### config.mk
export PLATFORM = sky130hd
export DESIGN_NAME = dlic_top
export DESIGN_NICKNAME = d
export VERILOG_FILES = /design/src/dlic_pkg.sv /design/src/dlic_line.sv /design/src/dlic_top.sv
export VERILOG_INCLUDE_DIRS = /design/src /design/src/src
export SDC_FILE = /design/constraint.sdc
export NUM_CORES = 1
export LEC_CHECK = 0
export BUFFER_PORTS_ARGS = -buffer_cell sky130_fd_sc_hd__buf_2
export CAP_MARGIN = 20
export CORE_MARGIN = 1
export CORE_UTILIZATION = 57
export DETAILED_ROUTE_END_ITERATION = 10
export PLACE_DENSITY = 0.8
export REMOVE_ABC_BUFFERS = 1
export SLEW_MARGIN = 10
export SYNTH_ARGS = -nofsm -noshare
export SYNTH_HDL_FRONTEND = slang
export SYNTH_SLANG_ARGS = --single-unit
### constraint.sdc
create_clock -name pclk -period 2.8 [get_ports pclk]
set_input_delay 0.14 -clock pclk [delete_from_list [all_inputs] [get_ports pclk]]
set_output_delay 0.14 -clock pclk [all_outputs]
set_load 0.005 [all_outputs]
### src/dlic_map.svh
`ifndef DLIC_MAP_SVH
`define DLIC_MAP_SVH

// byte offsets of the register window
`define DLIC_NORMAL_MASKED_OFF   12'h180
`define DLIC_NORMAL_UNMASKED_OFF 12'h184
`define DLIC_NORMAL_MASK_OFF     12'h188
`define DLIC_NORMAL_CLEAR_OFF    12'h18C
`define DLIC_NORMAL_SOFT_OFF     12'h190
`define DLIC_FAST_MASKED_OFF     12'h280
`define DLIC_FAST_UNMASKED_OFF   12'h284
`define DLIC_FAST_MASK_OFF       12'h288
`define DLIC_FAST_CLEAR_OFF      12'h28C
`define DLIC_FAST_SOFT_OFF       12'h290

// field positions and reset values
`define DLIC_SOFT_BIT            1
`define DLIC_MASK_RESET          32'h0000_0000
`define DLIC_SOFT_RESET          1'b0
`define DLIC_ZERO_WORD           32'h0000_0000
`define DLIC_UNUSED_SOURCES      32'h0430_0001

`endif

### src/dlic_pkg.sv
package dlic_pkg;
  typedef logic [31:0] dlic_word_t;

  // which register an apb address selects
  typedef enum logic [3:0] {
    DLIC_SEL_NONE,
    DLIC_SEL_N_MASKED,
    DLIC_SEL_N_UNMASKED,
    DLIC_SEL_N_MASK,
    DLIC_SEL_N_CLEAR,
    DLIC_SEL_N_SOFT,
    DLIC_SEL_F_MASKED,
    DLIC_SEL_F_UNMASKED,
    DLIC_SEL_F_MASK,
    DLIC_SEL_F_CLEAR,
    DLIC_SEL_F_SOFT
  } dlic_sel_t;

  // state of one request line
  typedef struct packed {
    dlic_word_t mask;
    logic       intr_n;
  } dlic_line_state_t;

  // state of the top block
  typedef struct packed {
    dlic_word_t src_sync1;
    dlic_word_t src_sync2;
    logic       soft_bit;
    dlic_word_t prdata;
  } dlic_top_state_t;
endpackage

### src/dlic_line.sv
`timescale 1ns/1ps
`include "dlic_map.svh"

// one request line: enable mask with set/clear ports, masked status, output
module dlic_line (
  input  wire logic              pclk,
  input  wire logic              presetn,
  input  wire logic              set_we,
  input  wire logic              clear_we,
  input  wire dlic_pkg::dlic_word_t wdata,
  input  wire dlic_pkg::dlic_word_t unmasked,
  output dlic_pkg::dlic_word_t   mask,
  output dlic_pkg::dlic_word_t   masked,
  output logic                   intr_n
);
  dlic_pkg::dlic_line_state_t st;
  dlic_pkg::dlic_line_state_t next_st;

  // mask changes only through set and clear ports; both in one write cannot occur
  always_comb begin
    next_st = st;
    if (set_we) begin
      next_st.mask = st.mask | wdata;
    end
    if (clear_we) begin
      next_st.mask = st.mask & ~wdata;
    end
    next_st.intr_n = ~|(unmasked & next_st.mask);
  end

  always_ff @(posedge pclk or negedge presetn) begin
    if (!presetn) begin
      st.mask   <= `DLIC_MASK_RESET;
      st.intr_n <= 1'b1;
    end else begin
      st <= next_st;
    end
  end

  assign mask   = st.mask;
  assign masked = unmasked & st.mask;
  assign intr_n = st.intr_n;
endmodule

### src/dlic_top.sv
// Behaviour
// - each line's masked status is unmasked status ANDed with its enable mask.
// - active-low request is registered: low while any masked status bit is one, but source changes reach it one clock after the status.
// - unmasked status reads identically at normal and fast addresses.
// - unmasked bit reads one while its source is asserting; pin sources arrive two clocks late through the sync flops.
// - enable masks are readable, changed only by set and clear ports.
// - mask one passes a source, zero blocks it; masks reset to zero.
// - set port write sets mask bits whose data bit is one.
// - clear port write clears mask bits whose data bit is one.
// - set port shares the mask offset; reads give mask, writes set.
// - software port write loads data bit 1 into unmasked bit 1.
// - status read-only; mask offset reads mask and takes set writes; clear, soft ports write-only.
// - no priority; any enabled source drives either line or both.
// - sources are level-sensitive; status follows the source level.
// - unused source positions read zero; software writes zero there.
`timescale 1ns/1ps
`include "dlic_map.svh"

module dlic_top (
  input  wire logic        pclk,
  input  wire logic        presetn,
  input  wire logic        psel,
  input  wire logic        penable,
  input  wire logic        pwrite,
  input  wire logic [11:0] paddr,
  input  wire logic [31:0] pwdata,
  output logic [31:0]      prdata,
  output logic             pready,
  output logic             pslverr,
  input  wire logic [31:0] src_in,
  output logic             normal_intr_out_n,
  output logic             fast_intr_out_n,
  output logic             intr_out
);
  dlic_pkg::dlic_top_state_t st;
  dlic_pkg::dlic_top_state_t next_st;
  dlic_pkg::dlic_sel_t       sel;
  dlic_pkg::dlic_word_t      unmasked_pending;
  dlic_pkg::dlic_word_t      normal_mask_read;
  dlic_pkg::dlic_word_t      fast_mask_read;
  dlic_pkg::dlic_word_t      normal_masked_pending;
  dlic_pkg::dlic_word_t      fast_masked_pending;
  logic                      wr_acc;
  logic                      rd_acc;

  // zero-wait slave: every access completes in its first access cycle
  assign pready  = 1'b1;
  assign wr_acc  = psel & penable & pwrite;
  assign rd_acc  = psel & ~penable & ~pwrite;

  // address decode; the set port shares the mask offset
  always_comb begin
    case (paddr)
      `DLIC_NORMAL_MASKED_OFF:   sel = dlic_pkg::DLIC_SEL_N_MASKED;
      `DLIC_NORMAL_UNMASKED_OFF: sel = dlic_pkg::DLIC_SEL_N_UNMASKED;
      `DLIC_NORMAL_MASK_OFF:     sel = dlic_pkg::DLIC_SEL_N_MASK;
      `DLIC_NORMAL_CLEAR_OFF:    sel = dlic_pkg::DLIC_SEL_N_CLEAR;
      `DLIC_NORMAL_SOFT_OFF:     sel = dlic_pkg::DLIC_SEL_N_SOFT;
      `DLIC_FAST_MASKED_OFF:     sel = dlic_pkg::DLIC_SEL_F_MASKED;
      `DLIC_FAST_UNMASKED_OFF:   sel = dlic_pkg::DLIC_SEL_F_UNMASKED;
      `DLIC_FAST_MASK_OFF:       sel = dlic_pkg::DLIC_SEL_F_MASK;
      `DLIC_FAST_CLEAR_OFF:      sel = dlic_pkg::DLIC_SEL_F_CLEAR;
      `DLIC_FAST_SOFT_OFF:       sel = dlic_pkg::DLIC_SEL_F_SOFT;
      default:                   sel = dlic_pkg::DLIC_SEL_NONE;
    endcase
  end

  // unmapped addresses and wrong-direction accesses get an error answer
  always_comb begin
    pslverr = 1'b0;
    if (psel && penable) begin
      case (sel)
        dlic_pkg::DLIC_SEL_NONE: pslverr = 1'b1;
        dlic_pkg::DLIC_SEL_N_MASKED, dlic_pkg::DLIC_SEL_N_UNMASKED,
        dlic_pkg::DLIC_SEL_F_MASKED, dlic_pkg::DLIC_SEL_F_UNMASKED: pslverr = pwrite;
        dlic_pkg::DLIC_SEL_N_CLEAR, dlic_pkg::DLIC_SEL_N_SOFT,
        dlic_pkg::DLIC_SEL_F_CLEAR, dlic_pkg::DLIC_SEL_F_SOFT: pslverr = ~pwrite;
        default: pslverr = 1'b0;
      endcase
    end
  end

  // pins pass two plain flops; no logic between them, so the first may settle
  always_comb begin
    next_st           = st;
    next_st.src_sync1 = src_in;
    next_st.src_sync2 = st.src_sync1;
    if (wr_acc && (sel == dlic_pkg::DLIC_SEL_N_SOFT || sel == dlic_pkg::DLIC_SEL_F_SOFT)) begin
      next_st.soft_bit = pwdata[`DLIC_SOFT_BIT];
    end
    // read data captured in setup so it is stable through the access cycle
    if (rd_acc) begin
      case (sel)
        dlic_pkg::DLIC_SEL_N_MASKED:   next_st.prdata = normal_masked_pending;
        dlic_pkg::DLIC_SEL_F_MASKED:   next_st.prdata = fast_masked_pending;
        dlic_pkg::DLIC_SEL_N_UNMASKED,
        dlic_pkg::DLIC_SEL_F_UNMASKED: next_st.prdata = unmasked_pending;
        dlic_pkg::DLIC_SEL_N_MASK:     next_st.prdata = normal_mask_read;
        dlic_pkg::DLIC_SEL_F_MASK:     next_st.prdata = fast_mask_read;
        default:                       next_st.prdata = `DLIC_ZERO_WORD;
      endcase
    end
  end

  always_ff @(posedge pclk or negedge presetn) begin
    if (!presetn) begin
      st.src_sync1 <= `DLIC_ZERO_WORD;
      st.src_sync2 <= `DLIC_ZERO_WORD;
      st.soft_bit  <= `DLIC_SOFT_RESET;
      st.prdata    <= `DLIC_ZERO_WORD;
    end else begin
      st <= next_st;
    end
  end

  // one common status word feeds both lines with equal weight
  always_comb begin
    unmasked_pending                 = st.src_sync2 & ~`DLIC_UNUSED_SOURCES;
    unmasked_pending[`DLIC_SOFT_BIT] = st.soft_bit;
  end

  assign prdata = st.prdata;

  dlic_line u_normal (
    .pclk     (pclk),
    .presetn  (presetn),
    .set_we   (wr_acc && sel == dlic_pkg::DLIC_SEL_N_MASK),
    .clear_we (wr_acc && sel == dlic_pkg::DLIC_SEL_N_CLEAR),
    .wdata    (pwdata),
    .unmasked (unmasked_pending),
    .mask     (normal_mask_read),
    .masked   (normal_masked_pending),
    .intr_n   (normal_intr_out_n)
  );

  dlic_line u_fast (
    .pclk     (pclk),
    .presetn  (presetn),
    .set_we   (wr_acc && sel == dlic_pkg::DLIC_SEL_F_MASK),
    .clear_we (wr_acc && sel == dlic_pkg::DLIC_SEL_F_CLEAR),
    .wdata    (pwdata),
    .unmasked (unmasked_pending),
    .mask     (fast_mask_read),
    .masked   (fast_masked_pending),
    .intr_n   (fast_intr_out_n)
  );

  // combined active-high request for a system-level interrupt collector
  assign intr_out = ~normal_intr_out_n | ~fast_intr_out_n;
endmodule

==> key figures, run 1 <==
Status
  • Status: completed

Clock network
  • H-tree levels: 4
  • TritonCTS buffer count: 17
  • CTS sink cnt: 153
  • Clock tree from TritonCTS: built
  • Number of buffers added for setup after CTS: 0
  • Worst-case clock buffer depth: 2
  • Clock transition at the register clock pins on the worst setup and hold paths after CTS: 60 ps
  • Insertion delay of the later-clocked pin in the worst-skew pair: 430 ps
  • # resized after CTS: 0
  • Root Buffer Master: clkbuf_16
  • CTS hold repair buffers: 29

Timing
  • Least setup slack across all paths after layout: 176 ps
  • Final-report hold violation count: 0
  • Worst setup skew after layout: 7.25 ps
  • Final setup vio count: 0
  • Final period util: 93.7%
  • Worst slew margin relative to its limit: 53.0%
  • Unrepaired setup endpoints after global routing: false
  • Slew at the pin with the worst max-slew slack: 705 ps
  • Tmin final: 2620 ps
  • FMAX: 0.381 GHz
  • Sum of negative setup slack: 0 ps
  • Post-route worst hold slack: 27.2 ps
  • Max Transition Viols Final: 0

Die
  • Row count: 41
  • Initial cell density of the core: 58.5%
  • Die Y-Extent: 116 µm
  • Core outline area: 0.0127 mm²
  • I/O pin count: 118
  • Die W: 116 µm
  • Overall die area: 0.0135 mm²

Route
  • Iteration-0 DRC Markers: 791
  • Total length of routed wires: 20,900 µm
  • DR DRC count: 0
  • Average routed wire per standard cell: 21.0 µm
  • Total number of vias: 6,459
  • Final antenna-violating net count: 0
  • Via-to-Cell Ratio: 6.49
  • Pre-antenna DRT Iters: 7

Global route
  • Gr ovfl total: 0
  • GRT Util Overall: 33.0%
  • Antenna violations before repair: 0
  • Global-route wire length before repair: 33,100 µm
  • Number of global-route vias before repair: 6,483
  • Maximum number of pins on one net before global-route repair: 76

Critical path
  • Source of the critical timing path: paddr[5]
  • Type of the setup path with the least slack: input pin to output port
  • Startpoint type of the worst setup path: input pin
  • Cell Chain, Critical Path: buf_2, or3b_2, buf_4, nor4_2, nor3_1, o21ai_0, mux2i_1, and3_1, buf_2
  • Slowest cell on the critical path: or3b_2
  • Required time at the endpoint of the critical path: 2660 ps
  • Worst EP arrival: 2480 ps
  • Critical path fanouts, max: 20
  • Maximum single-stage delay on the critical path: 740 ps
  • Cell seen most often among critical-path stages: buf_2
  • Category of the worst setup path capture point: output port
  • Source of the worst register-to-register timing path: st[37]$_DFF_PN0_

Synth
  • Combinational family with the most area after synthesis: compound AO/OA/AOI/OAI gates
  • Number of instances in the synthesized netlist: 709
  • Warnings, synthesis: 0
  • Synthesized-area fraction occupied by ao, oa, aoi and oai cells: 16.9%
  • Portion of netlist area occupied by mux cells: 8.56%
  • Area share of xor/xnor cells in the synthesized design: 0%
  • Simple logic cell fraction of the synthesized area: 14.3%
  • Sequential area share after synthesis: 51.7%
  • Largest area contributor in the synthesized netlist: dfrtp_1
  • Adder and majority cell fraction of the synthesized area: 0%
  • Most frequently used flop master after synthesis: dfrtp_1
  • Flip-flop and latch count after synthesis: 153
  • Fraction of post-synthesis cell area in the top cell type by area: 51.0%
  • Per-instance average area after synthesis: 10.4 µm²
  • Fraction of registers with async set or reset after synthesis: 100%
  • Count of flip-flops with a built-in enable after synthesis: 0
  • Number of distinct library cells after synthesis: 42
  • Netlist area before placement: 0.00741 mm²
  • Dominant cells by area after synthesis: dfrtp_1, mux2i_1, mux2_2, nor4_1, nand2_1

Pwr
  • Sequential power share: 45.1%
  • Static leakage: 4.13 nW
  • Pwr dens: 567 mW/mm²
  • Cell Int Power: 3.95 mW
  • Switching power share of the total: 22.4%
  • Peak supply drop: 0.000627 V
  • Switching power of the nets: 1.14 mW
  • Proportion of power drawn by the clock network: 49.0%
  • Combinational group share of total power: 5.9%

Layout
  • Post-Layout Inst Area: 0.00896 mm²
  • Area growth syn-to-layout: 20.9%
  • Antenna diode count: 0
  • Share of post-route cells with drive strength above 1: 27.7%
  • Final-stage net count: 892
  • Fill cells: 915

Placement
  • GPL Wtd Cong: 0.920
  • Dpl cell area: 0.00804 mm²
  • Placement Setup Slack: 58.8 ps
  • Detailed placement HPWL: 13,000 µm
  • Buffers added on ports: 111

Worst hold path
  • Hold path startpoint: pwdata[20]
  • Min-delay worst type: input pin to flop

Run
  • Max-cap check violation count: 0
==> power by group through the flow <==
stage | Combinational, mW | Sequential (mW) | Clock (mW)
after floorplan | 0.0740 | 2.32 | 0
after global placement | 0.256 | 2.33 | 0
after detailed placement | 0.264 | 2.33 | 0
after CTS | 0.297 | 2.29 | 2.51
after global routing | 0.324 | 2.30 | 2.61
final | 0.301 | 2.29 | 2.49
==> cell families (layout without fill, tap and decap cells) <==
group                  Yosys count  in the layout
AO/OA/AOI/OAI                  188            188
buffers and inverters          124            238
AND/OR/NAND/NOR                183            183
multiplexers                    60             60
other                            1              1
flip-flops                     153            153
==> stage by stage <==
step | instances | util [%] | total power, mW
CTS | 995 | 70.7 | 5.10
detailed placement | 935 | 63.4 | 2.59
finish | 995 | 70.7 | 5.08
global placement | 935 | 63.4 | 2.58
floorplan | 616 | - | 2.39
global route | 995 | 70.7 | 5.23
==> sequential cells by signal, indices dropped and copies added (netlist names) <==
name,flops
u_fast.mask,32
u_normal.mask,32
st,28
prdata,32
next_st,27
u_normal.intr_n,1
u_fast.intr_n,1
==> final cells by class <==
class,instances,area (µm²),share of cell area (%)
sequential,153,3830,42.8
tap,172,215,2.40
clock buffer,20,437,4.87
inverter,31,116,1.30
clock inverter,11,196,2.19
timing repair buffer,176,1180,13.2
multi-input combinational,432,2980,33.2
==> cells in the mapped netlist (3+ instances only) <==
| cell type | number |
|---|---|
| buf_1 | 6 |
| a222oi_1 | 16 |
| nor4_2 | 9 |
| o31ai_1 | 10 |
| nor4_1 | 48 |
| inv_1 | 30 |
| a21o_1 | 29 |
| a22oi_1 | 17 |
| a21oi_1 | 42 |
| buf_4 | 33 |
| o21ai_0 | 49 |
| nor2_1 | 4 |
| buf_6 | 4 |
| nand4_1 | 33 |
| buf_2 | 8 |
| dfrtp_1 | 151 |
| mux2i_1 | 33 |
| clkbuf_1 | 42 |
| a22o_1 | 3 |
| mux2_2 | 27 |
| nand2_1 | 72 |
| o22ai_1 | 12 |
| a2111oi_2 | 4 |
| or3_1 | 3 |
==> placed cells by master, fill, tap and decap left out, types with 12 or more instances in the layout <==
cell type | netlist | final
dfrtp_1 | 151 | 151
a22oi_1 | 17 | 17
nand4_1 | 33 | 33
nor4_1 | 48 | 44
buf_4 | 33 | 31
inv_1 | 30 | 30
clkbuf_16 | 0 | 17
o21ai_0 | 49 | 49
o22ai_1 | 12 | 12
mux2_2 | 27 | 27
nand2_1 | 72 | 72
a21oi_1 | 42 | 42
dlygate4sd3_1 | 0 | 29
buf_2 | 8 | 110
a222oi_1 | 16 | 16
mux2i_1 | 33 | 33
a21o_1 | 29 | 29
nor4_2 | 9 | 13
==> metal layers <==
layer,GRT usage [%],vias up,wire [µm]
li1,-,2810,-
met1,41.9,3163,8300
met2,53.3,429,10200
met3,8.00,57,1900
met4,16.0,0,499
met5,0,-,0
==> worst paths after layout <==
path	to	slack (ps)	cells past startpoint
worst max-delay path	pslverr	180	9
worst min-delay path	u_fast.mask[20]$_DFFE_PN0P_	30	3
worst max register to register	u_normal.intr_n$_DFF_PN1_	1130	5
worst min register to register	st[43]$_DFF_PN0_	350	0
max in group asynchronous	next_st[43]$_DFF_PN0_	1720	3
min in group asynchronous	prdata[13]$_DFFE_PN0P_	310	2
==> critical path, delay by kind of cell <==
kind | cells | cell delay [ps]
AOI/OAI and AO/OA | 1 | 230
buffers and inverters | 3 | 530
muxes | 1 | 100
and+or+nand+nor | 4 | 1470
Note: power is estimated with default switching activity, not from simulation.
==> inputs of run 2 (changes only) <==
Settings changed: CORE_ASPECT_RATIO set to 0.8.
==> run 2 against run 1 <==
Count of clock-buffer cells in the layout is 1 lower. Flip-flop and latch count is the same. Sequential share of layout area grew 0.060 points. Largest cell class unchanged.
==> key figures, run 2 (synthesis gave the netlist of run 1 again) <==
Placement
  • Dpl cell area: 0.00804 mm² (about the same)
  • GPL Wtd Cong: 0.889 (-3.3%)
  • Buffers added on ports: 111 (unchanged)
  • Detailed placement HPWL: 13,700 µm (+5.0%)

Clock network
  • CTS sink cnt: 153 (unchanged)
  • Clock tree from TritonCTS: built
  • TritonCTS buffer count: 17 (unchanged)
  • Root Buffer Master: clkbuf_16
  • Clock transition at the register clock pins on the worst setup and hold paths after CTS: 60 ps (about the same)
  • # resized after CTS: 0 (unchanged)
  • Worst-case clock buffer depth: 2 (unchanged)
  • Insertion delay of the later-clocked pin in the worst-skew pair: 430 ps (about the same)
  • H-tree levels: 4 (unchanged)

Status
  • Status: completed

Die
  • I/O pin count: 118 (unchanged)
  • Initial cell density of the core: 59.6% (+1.1 points)
  • Row count: 36 (-12%)
  • Core outline area: 0.0124 mm² (-1.9%)
  • Overall die area: 0.0135 mm² (about the same)
  • Die Y-Extent: 104 µm (-10%)
  • Die W: 129 µm (+12%)

Global route
  • Gr ovfl total: 0 (unchanged)
  • GRT Util Overall: 32.6% (-0.42 points)
  • Maximum number of pins on one net before global-route repair: 76 (unchanged)
  • Global-route wire length before repair: 32,800 µm (-0.75%)
  • Number of global-route vias before repair: 6,327 (-2.4%)
  • Antenna violations before repair: 0 (unchanged)

Layout
  • Post-Layout Inst Area: 0.00895 mm² (-0.14%)
  • Area growth syn-to-layout: 20.8%
  • Final-stage net count: 896 (+0.45%)
  • Storage element area: 0.00383 mm² (unchanged)
  • Fill cells: 880 (-3.8%)
  • Top library cells by usage in the layout, fill and taps aside: dfrtp_1, buf_2, nand2_1, o21ai_0, nor4_1
  • Biggest registers after layout: prdata: 32 flops, u_fast.mask: 32 flops, u_normal.mask: 32 flops
  • Multi-input combinational cell area: 0.00298 mm² (unchanged)
  • Fin util: 72.0% (+1.3 points)
  • Most common cell after layout, fill and taps aside: dfrtp_1
  • Antenna diode count: 0 (unchanged)
  • Share of post-route cells with drive strength above 1: 28.3% (+0.59 points)

Pwr
  • Pwr dens: 560 mW/mm² (-1.4%)
  • Peak supply drop: 0.000443 V (-29%)
  • Total power after layout: 5.01 mW (-1.5%)
  • Static leakage: 4.14 nW (+0.20%)

Critical path
  • Required time at the endpoint of the critical path: 2660 ps (about the same)
  • Category of the worst setup path capture point: output port
  • Worst EP arrival: 2360 ps (-120 ps)
  • Startpoint type of the worst setup path: input pin
  • Critical path fanouts, max: 40 (+100%)
  • Type of the setup path with the least slack: input pin to output port

Timing
  • Max Transition Viols Final: 0 (unchanged)
  • Unrepaired setup endpoints after global routing: false
  • Slew at the pin with the worst max-slew slack: 589 ps (-117 ps)
  • Worst slew margin relative to its limit: 60.7% (+7.7 points)
  • Post-route worst hold slack: 21.0 ps (-6.21 ps)
  • Tmin final: 2500 ps (-120 ps)
  • FMAX: 0.399 GHz (+4.8%)
  • Worst setup skew after layout: 9.02 ps (+1.77 ps)
  • Final-report hold violation count: 0 (unchanged)
  • Final period util: 89.4% (-4.3 points)
  • Sum of negative setup slack: 0 ps (unchanged)
  • Final setup vio count: 0 (unchanged)

Worst hold path
  • Min-delay worst type: input pin to flop

Route
  • Total number of vias: 6,318 (-2.2%)
  • DR DRC count: 0 (unchanged)
  • Via-to-Cell Ratio: 6.33 (-2.5%)
  • Total length of routed wires: 20,700 µm (-0.83%)
  • Average routed wire per standard cell: 20.8 µm (-1.1%)
  • Final antenna-violating net count: 0 (unchanged)
  • Iteration-0 DRC Markers: 932 (+18%)
  • Pre-antenna DRT Iters: 6 (-1)

Run
  • Max-cap check violation count: 0 (unchanged)
## run 2: cell count changes in the layout (fill, tap and decap cells not counted), moves of 2 or more
cell / before / now
buf_12: 5 / 3
clkbuf_1: 3 / 1
clkinv_2: 1 / 3
buf_4: 31 / 37
clkinv_4: 2 / 0
clkinvlp_4: 2 / 4
## run 2: worst paths after layout
kind / start / end / slack (ps) / cells past startpoint
worst min register to register: next_st[60]$_DFF_PN0_ / st[60]$_DFF_PN0_ / 340 / 0
worst min-delay path: pwdata[0] / u_normal.mask[0]$_DFFE_PN0P_ / 20 / 3
worst max register to register: u_normal.mask[13]$_DFF_PN0_ / u_normal.intr_n$_DFF_PN1_ / 1160 / 4
max in group asynchronous: presetn / u_fast.intr_n$_DFF_PN1_ / 1770 / 3
worst max-delay path: paddr[5] / pslverr / 300 / 9
min in group asynchronous: presetn / prdata[29]$_DFFE_PN0P_ / 210 / 2
## run 2: through the flow
step	worst slack, ps	instances
final	296	998
after detailed placement	64.4	938
after floorplan	-3040	616
after global routing	160	998
after global placement	132	938
after CTS	339	998
## run 2: timing repair
action,4_1_cts,5_1_grt
setup buffers,0,0
hold buffers,29,0
hold endpoints to repair,71,0
## run 2: layout make-up
class | count | area share [%]
tap | 171 | 2.39
clock buffer | 19 | 4.95
sequential | 153 | 42.8
inverter | 31 | 1.30
clock inverter | 12 | 1.94
timing repair buffer | 180 | 13.3
multi-input combinational | 432 | 33.3
## run 2: metal layers
layer / GRT usage (%) / routed length, µm / vias to the layer above
met3: 7.97 / 1950 / 63
met1: 43.5 / 8470 / 3048
met4: 13.7 / 649 / 0
met2: 50.8 / 9660 / 398
met5: 0 / 0 / -
li1: - / - / 2809
## run 2: worst max-delay path: stages
cell and delay [ps]:
buf_2 90, or3b_2 640, buf_12 260, nor4_2 500, nor3_1 140, o21ai_0 170, mux2i_1 90, and3_1 190
buf_2 130
## run 2: report_power, final
group	total, mW	switching [mW]	internal (mW)
registers	2.29	0.0401	2.25
logic	0.302	0.188	0.114
clock network	2.41	0.908	1.51
total	5.01	1.14	3.87
==> inputs of run 3 (changes only) <==
==> constraint.sdc (replaced) <==
create_clock -name pclk -period 2.8 [get_ports pclk]
set_input_delay 0.28 -clock pclk [delete_from_list [all_inputs] [get_ports pclk]]
set_output_delay 0.28 -clock pclk [all_outputs]
set_load 0.005 [all_outputs]
==> run 3 against run 2 <==
Worst hold slack gained 98 ps. Global-route usage grew 1.2 points. Combinational power grew 4%. Clock skew shrank 0.79 ps. Largest cell class unchanged. Clock power grew 2%. Count of clock-buffer cells in the layout grew 1. Register-to-register slack lost 30 ps.
==> key figures, run 3 (synthesis gave the netlist of run 1 again) <==
Status
  • Status: completed

Pwr
  • Pwr dens: 560 mW/mm² (about the same)
  • Peak supply drop: 0.000442 V (-0.40%)
  • Switching power of the nets: 1.16 mW (+2.1%)
  • Cell Int Power: 3.91 mW (+0.92%)
  • Switching power share of the total: 22.9% (+0.20 points)
  • Combinational group share of total power: 6.2% (+0.2 points)
  • Sequential power share: 45.2% (-0.6 points)
  • Static leakage: 4.20 nW (+1.5%)
  • Proportion of power drawn by the clock network: 48.6% (+0.4 points)

Die
  • Row count: 36 (unchanged)
  • I/O pin count: 118 (unchanged)
  • Die Y-Extent: 104 µm (unchanged)
  • Die W: 129 µm (unchanged)
  • Core outline area: 0.0124 mm² (unchanged)
  • Initial cell density of the core: 59.6% (unchanged)
  • Overall die area: 0.0135 mm² (unchanged)

Layout
  • Antenna diode count: 0 (unchanged)
  • Fill cells: 854 (-3.0%)
  • Most common cell after layout, fill and taps aside: dfrtp_1
  • Area growth syn-to-layout: 22.1%
  • Final-stage net count: 901 (+0.56%)
  • Storage element area: 0.00383 mm² (unchanged)
  • Post-Layout Inst Area: 0.00904 mm² (+1.1%)
  • Share of post-route cells with drive strength above 1: 29.0% (+0.67 points)
  • Multi-input combinational cell area: 0.00298 mm² (+0.13%)
  • Biggest registers after layout: prdata: 32 flops, u_fast.mask: 32 flops, u_normal.mask: 32 flops
  • Top library cells by usage in the layout, fill and taps aside: dfrtp_1, buf_2, nand2_1, o21ai_0, nor4_1
  • Number of standard cells in the final layout excluding fillers: 1,003 (+0.50%)

Placement
  • Number of placed instances, taps included: 944 (+0.64%)
  • Placement Setup Slack: -5.72 ps (-70.1 ps)
  • Dpl cell area: 0.00814 mm² (+1.2%)
  • GPL Wtd Cong: 0.893 (+0.45%)
  • Detailed placement HPWL: 13,700 µm (about the same)
  • Buffers added on ports: 111 (unchanged)

Critical path
  • Cell seen most often among critical-path stages: buf_2
  • Category of the worst setup path capture point: output port
  • Startpoint type of the worst setup path: input pin
  • Type of the setup path with the least slack: input pin to output port
  • Required time at the endpoint of the critical path: 2520 ps (-140 ps)
  • Maximum single-stage delay on the critical path: 520 ps (-120 ps)
  • Worst EP arrival: 2410 ps (+50 ps)
  • Cell Chain, Critical Path: buf_2, or4b_1, buf_4, buf_12, a2111oi_2, nor3_1, o21ai_0, mux2i_1, and3_1, buf_2
  • Slowest cell on the critical path: or4b_1
  • Critical path fanouts, max: 10 (-75%)

Timing
  • Worst setup skew after layout: 8.23 ps (-0.791 ps)
  • Slew at the pin with the worst max-slew slack: 527 ps (-62.0 ps)
  • Tmin final: 2690 ps (+184 ps)
  • Sum of negative setup slack: 0 ps (unchanged)
  • Final period util: 96.0% (+6.6 points)
  • Final-report hold violation count: 0 (unchanged)
  • Unrepaired setup endpoints after global routing: false
  • Worst slew margin relative to its limit: 64.8% (+4.1 points)
  • Least setup slack across all paths after layout: 112 ps (-184 ps)
  • Final setup vio count: 0 (unchanged)
  • Max Transition Viols Final: 0 (unchanged)
  • FMAX: 0.372 GHz (-6.9%)

Clock network
  • Number of buffers added for setup after CTS: 0 (unchanged)
  • H-tree levels: 4 (unchanged)
  • Insertion delay of the later-clocked pin in the worst-skew pair: 440 ps (about the same)
  • Root Buffer Master: clkbuf_16
  • Clock tree from TritonCTS: built
  • Clock transition at the register clock pins on the worst setup and hold paths after CTS: 60 ps (about the same)
  • Worst-case clock buffer depth: 2 (unchanged)
  • TritonCTS buffer count: 17 (unchanged)
  • CTS sink cnt: 153 (unchanged)

Route
  • Total number of vias: 6,519 (+3.2%)
  • Via-to-Cell Ratio: 6.50 (+2.7%)
  • Total length of routed wires: 21,700 µm (+4.8%)
  • DR DRC count: 0 (unchanged)
  • Iteration-0 DRC Markers: 671 (-28%)
  • Average routed wire per standard cell: 21.7 µm (+4.3%)
  • Final antenna-violating net count: 0 (unchanged)
  • Pre-antenna DRT Iters: 6 (unchanged)

Global route
  • Global-route wire length before repair: 34,100 µm (+4.0%)
  • GRT Util Overall: 33.8% (+1.2 points)
  • Antenna violations before repair: 0 (unchanged)
  • Gr ovfl total: 0 (unchanged)
  • Maximum number of pins on one net before global-route repair: 62 (-18%)
  • Number of global-route vias before repair: 6,558 (+3.7%)

Worst hold path
  • Min-delay worst type: input pin to flop

Run
  • Max-cap check violation count: 0 (unchanged)
==> run 3: cell count changes in the layout (fill, tap and decap cells not counted) <==
cell           delta
clkbuf_8          +1
buf_12            +4
inv_6             +1
clkinv_4          +1
clkinvlp_4        -3
or4b_1            -1
buf_4             +2
or4b_4            +1
dlygate4sd3_1     -1
==> run 3: layer usage <==
metal	up-vias	GRT usage, %	routed length (µm)
li1	2810	-	-
met1	3172	43.8	8560
met2	463	53.0	10200
met3	74	8.85	2240
met4	0	16.0	686
met5	-	0	0
==> run 3: final timing paths <==
kind	end	slack, ps	startpoint	cells past startpoint
max	pslverr	110	paddr[9]	10
min	st[32]$_DFFE_PN0P_	120	pwdata[1]	2
max reg2reg	u_normal.intr_n$_DFF_PN1_	1130	u_normal.mask[9]$_DFF_PN0_	4
min reg2reg	st[38]$_DFF_PN0_	350	next_st[38]$_DFF_PN0_	0
max in group asynchronous	u_normal.intr_n$_DFF_PN1_	1700	presetn	3
min in group asynchronous	prdata[29]$_DFFE_PN0P_	380	presetn	2
==> run 3: cell type report <==
class / instances / area share [%]
inverter: 31 / 1.29
sequential: 153 / 42.4
timing repair buffer: 185 / 14.1
clock inverter: 11 / 1.87
multi-input combinational: 432 / 33.0
tap: 171 / 2.37
clock buffer: 20 / 5.05
==> run 3: power groups by stage <==
stage	Clock (mW)	Combinational [mW]	Sequential, mW
global placement	0	0.267	2.33
detailed placement	0	0.274	2.33
CTS	2.46	0.307	2.29
global route	2.56	0.336	2.30
floorplan	0	0.0740	2.32
finish	2.46	0.314	2.29
==> run 3: critical path: cells and delay by family <==
kind,cells,cell delay [ps]
simple gates,3,840
buf+inv,4,610
compound gates,2,570
mux,1,90
==> run 3: what timing repair did <==
item                       CTS  global route
setup endpoints to repair    0             1
hold buffers                28             0
gates resized for setup      0             1
hold endpoints to repair    77             0
==> run 3: stage by stage <==
stage / util (%) / power (mW) / hold WS [ps]
finish: 72.8 / 5.07 / 119
detailed placement: 65.4 / 2.60 / 272
global placement: 65.4 / 2.59 / 261
CTS: 72.7 / 5.06 / 116
global route: 72.8 / 5.19 / 117
floorplan: - / 2.39 / -15.6
